### config.mk
export PLATFORM = sky130hd
export DESIGN_NAME = tdr_link_regs
export DESIGN_NICKNAME = d
export VERILOG_FILES = /design/src/core/tdr_pkg.sv /design/src/core/tdr_fifo.sv /design/src/core/tdr_link_regs.sv
export VERILOG_INCLUDE_DIRS = /design/src /design/src/core
export SDC_FILE = /design/constraint.sdc
export NUM_CORES = 1
export LEC_CHECK = 0
export ABC_AREA = 1
export BUFFER_PORTS_ARGS = -buffer_cell sky130_fd_sc_hd__buf_2
export CAP_MARGIN = 40
export CELL_PAD_IN_SITES_DETAIL_PLACEMENT = 1
export CELL_PAD_IN_SITES_GLOBAL_PLACEMENT = 1
export CORE_MARGIN = 2
export CORE_UTILIZATION = 47
export CTS_CLUSTER_DIAMETER = 60
export DETAILED_ROUTE_END_ITERATION = 8
export GPL_TIMING_DRIVEN = 0
export PLACE_DENSITY_LB_ADDON = 0.2
export SLEW_MARGIN = 0
export SYNTH_ARGS = -nofsm -noshare
export SYNTH_HDL_FRONTEND = slang
export SYNTH_SLANG_ARGS = --single-unit
### constraint.sdc
create_clock -name clk_i -period 2.68 [get_ports clk_i]
set_clock_uncertainty 0.2 [all_clocks]
set_input_delay 0.402 -clock clk_i [delete_from_list [all_inputs] [get_ports clk_i]]
set_output_delay 0.402 -clock clk_i [all_outputs]
set_load 0.1 [all_outputs]
### src/core/tdr_regs.svh
// Register offsets, reset values, codes and link framing counts for the debug port
`ifndef TDR_REGS_SVH
`define TDR_REGS_SVH

`define TDR_ADDR_PART_ID     8'h00
`define TDR_ADDR_REVISION    8'h01
`define TDR_ADDR_PROG_CTL    8'h02
`define TDR_ADDR_PROG_DATA   8'hb4

`define TDR_RST_SELECT       8'h00
`define TDR_RST_PROG_CTL     8'h00
`define TDR_RST_PROG_DATA    8'h00

`define TDR_UNLOCK_FIRST     8'h02
`define TDR_UNLOCK_SECOND    8'h01

`define TDR_CMD_BLOCK_READ   8'h06
`define TDR_CMD_BLOCK_WRITE  8'h07
`define TDR_CMD_PAGE_ERASE   8'h08
`define TDR_CMD_DEVICE_ERASE 8'h03

`define TDR_INSTR_LAST       3'h1
`define TDR_BYTE_LAST        3'h7

`define TDR_STAT_ENABLED     0
`define TDR_STAT_RDBK_VALID  1
`define TDR_STAT_BUSY        2
`define TDR_STAT_CMD_ERR     3

`endif

### src/core/tdr_pkg.sv
// Types shared by the debug port logic
package tdr_pkg;

	typedef enum logic [4:0] {
		TDR_LNK_IDLE  = 5'h01,
		TDR_LNK_INSTR = 5'h02,
		TDR_LNK_WDATA = 5'h04,
		TDR_LNK_RDATA = 5'h08,
		TDR_LNK_PUSH  = 5'h10
	} tdr_link_st_t;

	typedef enum logic [2:0] {
		TDR_CTL_LOCKED  = 3'h1,
		TDR_CTL_ARMED   = 3'h2,
		TDR_CTL_ENABLED = 3'h4
	} tdr_ctl_st_t;

endpackage : tdr_pkg

### src/core/tdr_fifo.sv
// Small shift-style FIFO; head word always sits in a flip-flop
`timescale 1ns/1ns
module tdr_fifo #(
	parameter int WIDTH = 9,
	parameter int DEPTH = 4
) (
	// Clock and reset
	input  wire logic             clk_i,
	input  wire logic             rst_i,
	// Fill side
	input  wire logic             in_valid_i,
	input  wire logic [WIDTH-1:0] in_data_i,
	output logic                  in_ready_o,
	// Drain side
	output logic                  out_valid_o,
	output logic [WIDTH-1:0]      out_data_o,
	input  wire logic             out_ready_i
);
	localparam int CW = $clog2(DEPTH + 1);

	logic [WIDTH-1:0] mem_r [DEPTH];
	logic [CW-1:0]    count_r;
	logic             push;
	logic             pop;

	assign in_ready_o = (count_r != CW'(DEPTH));
	assign push       = in_valid_i & in_ready_o;
	assign pop        = out_valid_o & out_ready_i;
	assign out_data_o = mem_r[0];

	always_ff @(posedge clk_i or posedge rst_i) begin
		if (rst_i) begin
			count_r     <= '0;
			out_valid_o <= 1'b0;
		end else begin
			count_r     <= CW'(count_r + CW'(push) - CW'(pop));
			out_valid_o <= (CW'(count_r + CW'(push) - CW'(pop)) != '0);
		end
	end

	// Storage carries no reset; only count decides what is valid
	always_ff @(posedge clk_i) begin
		for (int i = 0; i < DEPTH; i++) begin
			if (pop) begin
				if (push && (CW'(i) == CW'(count_r - 1'b1)))
					mem_r[i] <= in_data_i;
				else if (i < DEPTH - 1)
					mem_r[i] <= mem_r[(i < DEPTH - 1) ? i + 1 : i];
			end else if (push && (CW'(i) == count_r)) begin
				mem_r[i] <= in_data_i;
			end
		end
	end

endmodule : tdr_fifo

### src/core/tdr_link_regs.sv
// Two-wire debug port: link receiver, register file and programming unlock
`timescale 1ns/1ns
`include "tdr_regs.svh"

// Contract
// Address zero reads fixed part identification
// Address one reads silicon revision code
// Control writes 0x02 then 0x01 unlock
// Programming mode holds until system reset
// Data register carries flash commands and data
// Command codes: read, write, page, device erase
// Halt stalls core so pins shared
// Address register selects data register target
// Link: host clock plus bidirectional data
// Writes to identification registers ignored
module tdr_link_regs #(
	parameter logic [7:0] PART_ID  = 8'ha5, // Arbitrary value
	parameter logic [7:0] REVISION = 8'h5c, // Arbitrary value
	parameter int         FIFO_DEPTH = 4
) (
	// Clock and reset
	input  wire logic       clk_i,
	input  wire logic       rst_i,
	// Link pins
	input  wire logic       link_clock_line_i,
	input  wire logic       link_data_line_i,
	output logic            link_data_line_o,
	output logic            link_data_line_oe_o,
	// Core control
	input  wire logic       halt_req_i,
	output logic            core_stall_o,
	output logic            prog_enable_o,
	// Flash side byte stream
	output logic            fl_valid_o,
	output logic [7:0]      fl_byte_o,
	output logic            fl_is_cmd_o,
	input  wire logic       fl_ready_i,
	input  wire logic       fl_rvalid_i,
	input  wire logic [7:0] fl_rdata_i,
	input  wire logic       fl_done_i
);

	function automatic logic is_cmd_code(input logic [7:0] b);
		return (b == `TDR_CMD_BLOCK_READ) || (b == `TDR_CMD_BLOCK_WRITE) ||
		       (b == `TDR_CMD_PAGE_ERASE) || (b == `TDR_CMD_DEVICE_ERASE);
	endfunction : is_cmd_code
	logic                  ck_s1_r, ck_s2_r, ck_s3_r;
	logic                  dat_s1_r, dat_s2_r;
	logic                  rise;
	tdr_pkg::tdr_link_st_t lnk_st_r;
	tdr_pkg::tdr_ctl_st_t  ctl_st_r;
	logic [2:0]            cnt_r;
	logic                  instr_wr_r;
	logic                  instr_adr_r;
	logic [7:0]            shift_r;
	logic [7:0]            select_r;
	logic [7:0]            ctl_r;
	logic [7:0]            rdbk_r;
	logic                  rdbk_v_r;
	logic                  expect_cmd_r;
	logic                  cmd_err_r;
	logic                  push_cmd_r;
	logic                  wr_fire;
	logic                  rd_fire;
	logic [7:0]            wr_byte;
	logic [7:0]            rd_val;
	logic [7:0]            status;
	logic                  fifo_in_ready;
	logic                  push_ok;
	logic                  data_wr;
	logic [8:0]            fifo_out;
	// link pin sampling
	always_ff @(posedge clk_i or posedge rst_i) begin
		if (rst_i) begin
			ck_s1_r  <= 1'b0;
			ck_s2_r  <= 1'b0;
			ck_s3_r  <= 1'b0;
			dat_s1_r <= 1'b0;
			dat_s2_r <= 1'b0;
		end else begin
			ck_s1_r  <= link_clock_line_i;
			ck_s2_r  <= ck_s1_r;
			ck_s3_r  <= ck_s2_r;
			dat_s1_r <= link_data_line_i;
			dat_s2_r <= dat_s1_r;
		end
	end
	assign rise    = ck_s2_r & ~ck_s3_r;
	assign wr_byte = {dat_s2_r, shift_r[7:1]};
	assign wr_fire = (lnk_st_r == tdr_pkg::TDR_LNK_WDATA) && rise && (cnt_r == `TDR_BYTE_LAST);
	assign rd_fire = (lnk_st_r == tdr_pkg::TDR_LNK_INSTR) && rise &&
	                 (cnt_r == `TDR_INSTR_LAST) && !instr_wr_r;
	assign data_wr = wr_fire && !instr_adr_r;
	assign push_ok = (lnk_st_r == tdr_pkg::TDR_LNK_PUSH) && fifo_in_ready;
	always_comb begin
		status = 8'h00;
		status[`TDR_STAT_ENABLED]    = prog_enable_o;
		status[`TDR_STAT_RDBK_VALID] = rdbk_v_r;
		status[`TDR_STAT_BUSY]       = ~fifo_in_ready;
		status[`TDR_STAT_CMD_ERR]    = cmd_err_r;
	end
	// read target chosen by select; reads with the address flag set return status
	always_comb begin
		if (dat_s2_r)
			rd_val = status;
		else begin
			// fixed values at addresses zero and one, writes cannot alter
			unique case (select_r)
				// identification readback
				`TDR_ADDR_PART_ID:   rd_val = PART_ID;
				// revision readback
				`TDR_ADDR_REVISION:  rd_val = REVISION;
				`TDR_ADDR_PROG_CTL:  rd_val = ctl_r;
				`TDR_ADDR_PROG_DATA: rd_val = rdbk_r;
				default:             rd_val = 8'h00;
			endcase
		end
	end
	AST_ID_READ: assert property (@(posedge clk_i) disable iff (rst_i)
		(rd_fire && !dat_s2_r && select_r == `TDR_ADDR_PART_ID) |=>
		(shift_r == PART_ID) && link_data_line_oe_o && (link_data_line_o == PART_ID[0]))
		else $error("identification read wrong");
	AST_REV_READ: assert property (@(posedge clk_i) disable iff (rst_i)
		(rd_fire && !dat_s2_r && select_r == `TDR_ADDR_REVISION) |=> (shift_r == REVISION))
		else $error("revision read wrong");
	// Framing: start bit high, write flag, address flag, 8 bits LSB first
	always_ff @(posedge clk_i or posedge rst_i) begin
		if (rst_i) begin
			lnk_st_r            <= tdr_pkg::TDR_LNK_IDLE;
			cnt_r               <= 3'h0;
			instr_wr_r          <= 1'b0;
			instr_adr_r         <= 1'b0;
			shift_r             <= 8'h00;
			link_data_line_o    <= 1'b0;
			link_data_line_oe_o <= 1'b0;
		end else begin
			unique case (lnk_st_r)
				tdr_pkg::TDR_LNK_IDLE: if (rise && dat_s2_r) begin
					lnk_st_r <= tdr_pkg::TDR_LNK_INSTR;
					cnt_r    <= 3'h0;
				end
				tdr_pkg::TDR_LNK_INSTR: if (rise) begin
					cnt_r <= 3'(cnt_r + 1'b1);
					if (cnt_r == 3'h0)
						instr_wr_r <= dat_s2_r;
					else begin
						instr_adr_r <= dat_s2_r;
						cnt_r       <= 3'h0;
						if (instr_wr_r)
							lnk_st_r <= tdr_pkg::TDR_LNK_WDATA;
						else begin
							// device drives data line on reads
							lnk_st_r            <= tdr_pkg::TDR_LNK_RDATA;
							shift_r             <= rd_val;
							link_data_line_o    <= rd_val[0];
							link_data_line_oe_o <= 1'b1;
						end
					end
				end
				tdr_pkg::TDR_LNK_WDATA: if (rise) begin
					cnt_r   <= 3'(cnt_r + 1'b1);
					shift_r <= wr_byte;
					// data register fed to flash path
					if (cnt_r == `TDR_BYTE_LAST)
						lnk_st_r <= (!instr_adr_r && prog_enable_o &&
						             select_r == `TDR_ADDR_PROG_DATA &&
						             !(expect_cmd_r && !is_cmd_code(wr_byte))) ?
						            tdr_pkg::TDR_LNK_PUSH : tdr_pkg::TDR_LNK_IDLE;
				end
				tdr_pkg::TDR_LNK_RDATA: if (rise) begin
					cnt_r            <= 3'(cnt_r + 1'b1);
					shift_r          <= {1'b0, shift_r[7:1]};
					link_data_line_o <= shift_r[1];
					if (cnt_r == `TDR_BYTE_LAST) begin
						lnk_st_r            <= tdr_pkg::TDR_LNK_IDLE;
						link_data_line_oe_o <= 1'b0;
					end
				end
				// Full FIFO stalls here; frames meanwhile are not seen
				tdr_pkg::TDR_LNK_PUSH: if (fifo_in_ready)
					lnk_st_r <= tdr_pkg::TDR_LNK_IDLE;
			endcase
		end
	end
	AST_PUSH_LOCKED: assert property (@(posedge clk_i) disable iff (rst_i)
		(lnk_st_r == tdr_pkg::TDR_LNK_PUSH) |-> prog_enable_o)
		else $error("data pushed while locked");
	AST_DRIVE_IDLE: assert property (@(posedge clk_i) disable iff (rst_i)
		(lnk_st_r == tdr_pkg::TDR_LNK_IDLE) |-> !link_data_line_oe_o)
		else $error("data line driven outside read");
	// select register write
	always_ff @(posedge clk_i or posedge rst_i) begin
		if (rst_i)
			select_r <= `TDR_RST_SELECT;
		else if (wr_fire && instr_adr_r)
			select_r <= wr_byte;
	end
	AST_SELECT: assert property (@(posedge clk_i) disable iff (rst_i)
		(wr_fire && instr_adr_r) |=> (select_r == $past(wr_byte)))
		else $error("select register not loaded");
	// ordered unlock sequence
	always_ff @(posedge clk_i or posedge rst_i) begin
		if (rst_i) begin
			ctl_st_r      <= tdr_pkg::TDR_CTL_LOCKED;
			ctl_r         <= `TDR_RST_PROG_CTL;
			prog_enable_o <= 1'b0;
		end else if (data_wr && select_r == `TDR_ADDR_PROG_CTL) begin
			ctl_r <= wr_byte;
			unique case (ctl_st_r)
				tdr_pkg::TDR_CTL_LOCKED:
					if (wr_byte == `TDR_UNLOCK_FIRST)
						ctl_st_r <= tdr_pkg::TDR_CTL_ARMED;
				tdr_pkg::TDR_CTL_ARMED:
					if (wr_byte == `TDR_UNLOCK_SECOND) begin
						ctl_st_r      <= tdr_pkg::TDR_CTL_ENABLED;
						prog_enable_o <= 1'b1;
					end else if (wr_byte != `TDR_UNLOCK_FIRST)
						ctl_st_r <= tdr_pkg::TDR_CTL_LOCKED;
				// no way back short of reset
				tdr_pkg::TDR_CTL_ENABLED: ctl_st_r <= tdr_pkg::TDR_CTL_ENABLED;
			endcase
		end
	end
	AST_UNLOCK: assert property (@(posedge clk_i) disable iff (rst_i)
		$rose(prog_enable_o) |-> ($past(ctl_st_r) == tdr_pkg::TDR_CTL_ARMED) &&
		($past(wr_byte) == `TDR_UNLOCK_SECOND))
		else $error("programming enabled without unlock order");
	AST_STICKY: assert property (@(posedge clk_i) disable iff (rst_i)
		prog_enable_o |=> prog_enable_o)
		else $error("programming mode left without reset");
	AST_RO_WRITE: assert property (@(posedge clk_i) disable iff (rst_i)
		(data_wr && select_r <= `TDR_ADDR_REVISION) |=>
		(ctl_st_r == $past(ctl_st_r)) && (lnk_st_r == tdr_pkg::TDR_LNK_IDLE))
		else $error("write to read-only register had effect");
	// stall core while halted or programming
	always_ff @(posedge clk_i or posedge rst_i) begin
		if (rst_i)
			core_stall_o <= 1'b0;
		else
			core_stall_o <= halt_req_i | prog_enable_o;
	end
	AST_STALL: assert property (@(posedge clk_i) disable iff (rst_i)
		(prog_enable_o || halt_req_i) |=> core_stall_o)
		else $error("core not stalled");
	// command byte classification
	always_ff @(posedge clk_i or posedge rst_i) begin
		if (rst_i) begin
			expect_cmd_r <= 1'b1;
			cmd_err_r    <= 1'b0;
			push_cmd_r   <= 1'b0;
		end else begin
			if (fl_done_i)
				expect_cmd_r <= 1'b1;
			else if (push_ok && push_cmd_r)
				expect_cmd_r <= 1'b0;
			if (data_wr && select_r == `TDR_ADDR_PROG_DATA && prog_enable_o)
				push_cmd_r <= expect_cmd_r;
			// Error set wins over the clear by a status read
			if (data_wr && select_r == `TDR_ADDR_PROG_DATA && prog_enable_o &&
			    expect_cmd_r && !is_cmd_code(wr_byte))
				cmd_err_r <= 1'b1;
			else if (rd_fire && dat_s2_r)
				cmd_err_r <= 1'b0;
		end
	end
	AST_CMD_CODE: assert property (@(posedge clk_i) disable iff (rst_i)
		(push_ok && push_cmd_r) |-> is_cmd_code(shift_r))
		else $error("invalid command passed to flash");
	// flash read data returned to host
	always_ff @(posedge clk_i or posedge rst_i) begin
		if (rst_i) begin
			rdbk_r   <= `TDR_RST_PROG_DATA;
			rdbk_v_r <= 1'b0;
		end else if (fl_rvalid_i) begin
			rdbk_r   <= fl_rdata_i;
			rdbk_v_r <= 1'b1;
		end else if (rd_fire && !dat_s2_r && select_r == `TDR_ADDR_PROG_DATA)
			rdbk_v_r <= 1'b0;
	end

	tdr_fifo #(.WIDTH(9), .DEPTH(FIFO_DEPTH)) u_fifo (
		.clk_i       (clk_i),
		.rst_i       (rst_i),
		.in_valid_i  (lnk_st_r == tdr_pkg::TDR_LNK_PUSH),
		.in_data_i   ({push_cmd_r, shift_r}),
		.in_ready_o  (fifo_in_ready),
		.out_valid_o (fl_valid_o),
		.out_data_o  (fifo_out),
		.out_ready_i (fl_ready_i)
	);

	assign fl_byte_o   = fifo_out[7:0];
	assign fl_is_cmd_o = fifo_out[8];

endmodule : tdr_link_regs

== Yosys cells after proc, flatten, opt, wreduce, memory -nomap -nowiden ==
Memories as Yosys holds them, arrays and structs flattened.
Cells that the tools add are included.
Word-level totals
  bits in registers: 62
  latch bits: 0
  memory bits (writable): 36
  memory bits (read-only): 0
  input bits: 16
  output and inout bits: 14
  logic and storage cells: 230
  memories kept: 1
Operators by class
  $add $sub $neg: 4
  $mul: 0
  div/mod/pow operators: 0
  magnitude comparators: 0
  eq/ne operators: 39
  shifts and indexed selects: 0
  multiplexer cells: 88
  bitwise operators: 14
  reductions and logical operators: 60
Memories
  u_fifo.mem_r: depth 4, bits a word 9, read ports 4, clocked after Yosys merged registers in 0, wr ports 3, RTL line tdr_fifo.sv:21  | logic [WIDTH-1:0] mem_r [DEPTH];
Operators by type and width (number)
  $mux W9: 8
  $mux W1: 49
  $mux W8: 6
  $mux W5: 9
  $pmux W8 S4: 1
  $logic_and A1 B1 Y1: 30
  $pmux W5 S5: 1
  $eq A8 B2 Y1 const B: 3
  $pmux W8 S3: 1
  $mux W3: 7
  $ne A2 B2 Y1 const B: 9
  $pmux W3 S3: 2
  $eq A8 B1 Y1 const B: 2
  $eq A8 B3 Y1 const B: 2
  $eq A2 B3 Y1 const A: 4
  $reduce_and A3 Y1: 4
  $reduce_and A6 Y1: 2
  $logic_not A3 Y1: 3
  $reduce_bool A3 Y1: 3
  $reduce_or A9 Y1: 1
  $eq A8 B4 Y1 const B: 1
  $eq A8 B8 Y1 const B: 1
  $logic_not A8 Y1: 1
  $ne A8 B2 Y1 const B: 1
  28 further kinds: 54

== Longest topological paths before layout ==
  word-level depth: 12
  gate-level depth with buffers: 11
  gate-level depth less buffers: 11

== By module ==
Synthesis repeated with hierarchy kept, for this count alone.
Unflattened totals
  cells, all modules: 555
  area, all modules: 4877.2 um^2
Modules (own cells, without submodules)
  tdr_link_regs: instances 1, cells each 391, area an instance 3098.0 um^2, seq. area each 1455.1 um^2
  tdr_fifo: instances 1, cells each 164, area an instance 1779.2 um^2, seq. area each 1181.1 um^2

== Least setup slack after synthesis ==
OpenSTA, ideal clock, no wires.
  kind: flip-flop to flip-flop
  start: reg u_fifo.out_valid_o
  end: reg u_fifo.out_valid_o
  setup time: 0.131 ns
  arrival time: 2.594 ns
  required time: 2.349 ns
  setup slack: -0.246 ns
  stages on the path, launching flop included: 8
  buffers on the path: 0
  period minus slack after synthesis: 2.926 ns
  cell sequence: dfrtp_1 -> nand2_1 -> inv_2 -> ha_1 -> inv_1 -> ha_1 -> fa_1 -> or3_1
On the way
  cells in the longest elaborated chain, start to end: 3
RTL lines
  start, declared: RTL line tdr_fifo.sv:15  | output logic out_valid_o,
  start signal, assigned: RTL line tdr_fifo.sv:37  | out_valid_o <= (CW'(count_r + CW'(push) - CW'(pop)) != '0);
  $and A1 B1 Y1: RTL line tdr_fifo.sv:28  | assign pop = out_valid_o & out_ready_i;
  $sub A3 B1 Y3: RTL line tdr_fifo.sv:37
  $reduce_bool A3 Y1: RTL line tdr_fifo.sv:37
Every way passes these cells.
A chain may end at the register's enable or synchronous reset.

== Final worst setup path ==
Ends and elaborated chain as after synthesis.

==> results.md <==
Floorplanning:
- In this run the horizontal extent of the chip is 105.5 µm.
- The I/O pin total is 30.
- The total area inside the core boundary comes to 10,140 µm².
- The floorplan has 37 rows.
- The die covers 11,130 µm².
- The initial utilization of the core area, before any placement, comes to 0.4775.
- The floorplan die height is 105.5 µm.

Timing:
- The ratio of final minimum period to clock period is 0.9101.
- Based on the critical path, the design can be clocked at up to 410.0 MHz.
- The minimum clock period after layout is 2.439 ns.
- Setup repair after global routing left no endpoint under its margin.
- The worst hold-check slack is 0.02927 ns.
- The final count of negative-setup-slack endpoints is 0.
- The number of pins with negative max-slew slack in the final report came to 0.
- The number of endpoints with negative hold slack in the final report was 0.
- The normalized max-slew margin is 0.5251.
- The transition at the pin with the smallest max-transition slack is 0.7098 ns.
- Setup total negative slack on the finished layout was measured at 0 ns.

Setup path:
- The number of buffers and inverters on the critical path is 2.
- The slowest stage cell on the critical path is dfrtp_2.
- By instance count, the cell type seen most on the critical path is ha_1.
- The startpoint kind of the worst setup timing path is a register.
- Data arrives at the worst endpoint at 2.50 ns.
- The critical path in this run is classified as register to register.
- The number of cells on the worst reg-to-reg path is 8.
- The endpoint required time on the critical path is 2.74 ns.
- The family with the most delay on the worst path is adder cells.
- Walking the worst path, the cells encountered are nand2_1, inv_2, ha_1, inv_1, ha_1, fa_1, xor2_1, or3_1.
- The path length in cells of the critical path is 8.
- The biggest cell delay along the critical path is 0.41 ns.
- The largest driver fanout on the critical path is 8.
- STA classifies the critical path endpoint as a register.

Layout:
- The finished layout cell area is 5395 µm².
- The repair_antennas step left the layout with diodes totalling 0.
- In the final layout, the share of cells above drive strength 1 is 0.1933.
- The most common cell after layout, fill and taps aside is nand2_1.
- Measured on the finished design, the core utilization comes to 0.5321.
- Relative to the synthesized area, the layout overhead comes to 11.45%.
- In the layout the commonest cells are nand2_1 (126), nor2_1 (70), dfrtp_1 (58).
- After filler insertion, the fill cell instance count of the layout stands at 1,175.
- After the last flow step, the layout net total stands at 587.

Clock network:
- The post-cts sizing count is 0.
- TritonCTS built the clock tree.
- The number of sinks handled by clock tree synthesis is 98.
- The clock passes through at most 2 buffers.
- The number of setup buffers added after CTS is 0.
- The number of clock buffers inserted by TritonCTS is 9.
- The clock reaches the later pin of the worst-skew pair after 0.38 ns.
- The root buffer cell is clkbuf_8.
- Clock-pin slew was measured on the worst setup and hold paths at 0.09 ns.
- The H-tree generated during clock tree synthesis spans 3 levels.

Drt:
- In the final routed layout, each cell accounts on average for 16.30 µm.
- The routed layout has 3,716 vias.
- The sum of routed wire segments on met1 is 4900 µm.
- Using the TritonRoute via totals, the vias-per-cell ratio works out to 5.271.
- The initial DRC count is 107.
- The count of nets left with antenna violations once routing finished came out at 0.
- The routed design uses 225 µm of met3 wire.
- Detailed routing placed a total of 6108 µm of wire on met2.
- For this run, design rule violations remaining after detail routing come to 0.
- The first detailed-routing pass took 4 iterations.
- The total detailed-routing wirelength is 11,500 µm.
- The highest layer touched by signal routing is met4.

GRT:
- The via count of the first global-routing pass is 4,083.
- For this run, the total global-route usage over all layers was measured as 0.2311.
- The first global-routing pass estimated 19,800 µm of wire.
- The number of antenna violations at the first check in global routing came to 0.
- For this run the aggregate overflow at the end of global routing stands at 0.
- Entering global routing, the biggest net connects 38 pins.

Synthesis:
- The distinct cell type count of the synthesized netlist is 42.
- After synthesis, the mean cell area works out to 9.327 µm².
- The Yosys step of the flow raised 0 warnings.
- The post-synthesis net count is 542.
- The post-synthesis instance area is 4841 µm².
- The synthesized flop and latch total is 98.
- The synthesized netlist cell count is 519.
- Of the synthesized area, sequential elements account for 0.5446.

Power and ir drop:
- Of the total power, registers draw 0.429.
- Of the total power, the share spent switching nets is 0.4429.
- Across the VDD grid, the largest voltage drop is 0.5147 mV.
- The power per standard cell area is 916.8 nW/µm².
- In this run the power spent charging and discharging nets is 2191 µW.
- The share of total power dissipated in the clock network is 0.172.
- The overall power after layout is 4946 µW.
- The internal power summed over all cells is 2755 µW.
- The leakage power is 0.002429 µW.
- The share of total power dissipated in combinational logic is 0.398.

Place:
- The post-detailed-placement cell area is 5192 µm².
- Port buffering added 28 buffers.
- The detailed placement HPWL is 8802 µm.
- Routability-driven placement finished with a final weighted congestion of 0.8088.

Hold path:
- The class of the tightest hold or removal check is primary input to register.
- The worst hold path was traced through 2 stages.

Run status:
- The run finished with clean final reports.

Job:
- Across the run, the number of max-cap violations was 0.
## power groups by stage
stage	Combinational [µW]	Sequential [µW]	Clock (µW)
detailed placement	1980	2160	0
floorplan	1160	2480	0
global route	2220	2160	931
finish	1970	2120	853
CTS	1990	2130	881
global placement	1890	2130	0
## worst register-to-register path, delay by kind of cell, from the launching register on
kind / cells / cell delay [ns]
buffers and inverters: 2 / 0.18
AND/OR/NAND/NOR: 2 / 0.46
adder cells (fa/ha/maj): 3 / 0.90
flip-flops: 1 / 0.41
XOR/XNOR: 1 / 0.18
## logic make-up after synthesis
family                   after synthesis  synth area share
AND/OR/NAND/NOR                      266            0.2639
flip-flops                            98            0.5446
AO/OA/AOI/OAI                         76           0.09305
buffers and inverters                 63           0.05841
multiplexers                           8           0.01861
adder cells (fa/ha/maj)                7           0.01964
XOR/XNOR                               1          0.001810
## layout make-up
class	count	area, µm²	share of cell area
Multi-Input combinational cell	358	1922	0.3562
Inverter	54	202.7	0.03757
Timing Repair Buffer	34	220.2	0.04082
Tap cell	136	170.2	0.03154
Sequential cell	98	2638	0.4889
Buffer	9	80.08	0.01484
Clock inverter	5	31.28	0.005798
Clock buffer	11	131.4	0.02435
## cells in the mapped netlist (all sizes together)
cell	n	area share
inv	52	0.040
nor4	1	0.0013
a21oi	34	0.037
or3	1	0.0013
clkbuf	3	0.0026
o211ai	1	0.0026
or2	1	0.0013
nor2	78	0.072
a31oi	1	0.0013
dfstp	3	0.016
a21boi	4	0.0062
nand4	8	0.015
ha	6	0.016
clkinv	2	0.0016
nand3b	2	0.0057
dfrtp	59	0.30
xor2	1	0.0018
buf	6	0.014
edfxtp	36	0.22
fa	1	0.0041
and3	1	0.0013
nand3	39	0.055
nor3	3	0.0031
a21o	1	0.0016
o21ai	35	0.044
mux2	8	0.019
nand2	132	0.11
## state kept, by name, indices dropped and copies added, names as in the netlist, 3 cells and up
register        flops
lnk_st_r            5
ctl_st_r            3
u_fifo.mem_r       36
shift_r             8
rdbk_r              8
u_fifo.count_r      3
ctl_r               8
cnt_r               3
select_r            8
## repair_timing
item,CTS,global route
setup endpoints to repair,0,0
hold buffers,4,0
hold endpoints to repair,37,0
## final timing paths
check / from / to / slack, ns
worst max-delay path: u_fifo.out_valid_o$_DFF_PP0_ / u_fifo.out_valid_o$_DFF_PP0_ / 0.24
worst min-delay path: halt_req_i / core_stall_o$_DFF_PP0_ / 0.03
worst max register to register: u_fifo.out_valid_o$_DFF_PP0_ / u_fifo.out_valid_o$_DFF_PP0_ / 0.24
worst min register to register: dat_s1_r$_DFF_PP0_ / dat_s2_r$_DFF_PP0_ / 0.16
max in group asynchronous: rst_i / u_fifo.out_valid_o$_DFF_PP0_ / 1.45
min in group asynchronous: rst_i / rdbk_r[7]$_DFFE_PP0P_ / 0.21
## layer usage
metal	up-vias	global-route usage
li1	1788	-
met1	1860	0.2667
met2	50	0.4217
met3	18	0.03587
met4	0	0.1010
met5	-	0
## stage by stage
stage	setup slack (ns)	std cells
floorplan	0.06412	519
finish	0.2409	705
global route	0.1062	705
global placement	-0.5326	683
CTS	0.2256	705
detailed placement	0.1298	685
Note: power is estimated with default switching activity, not from simulation.
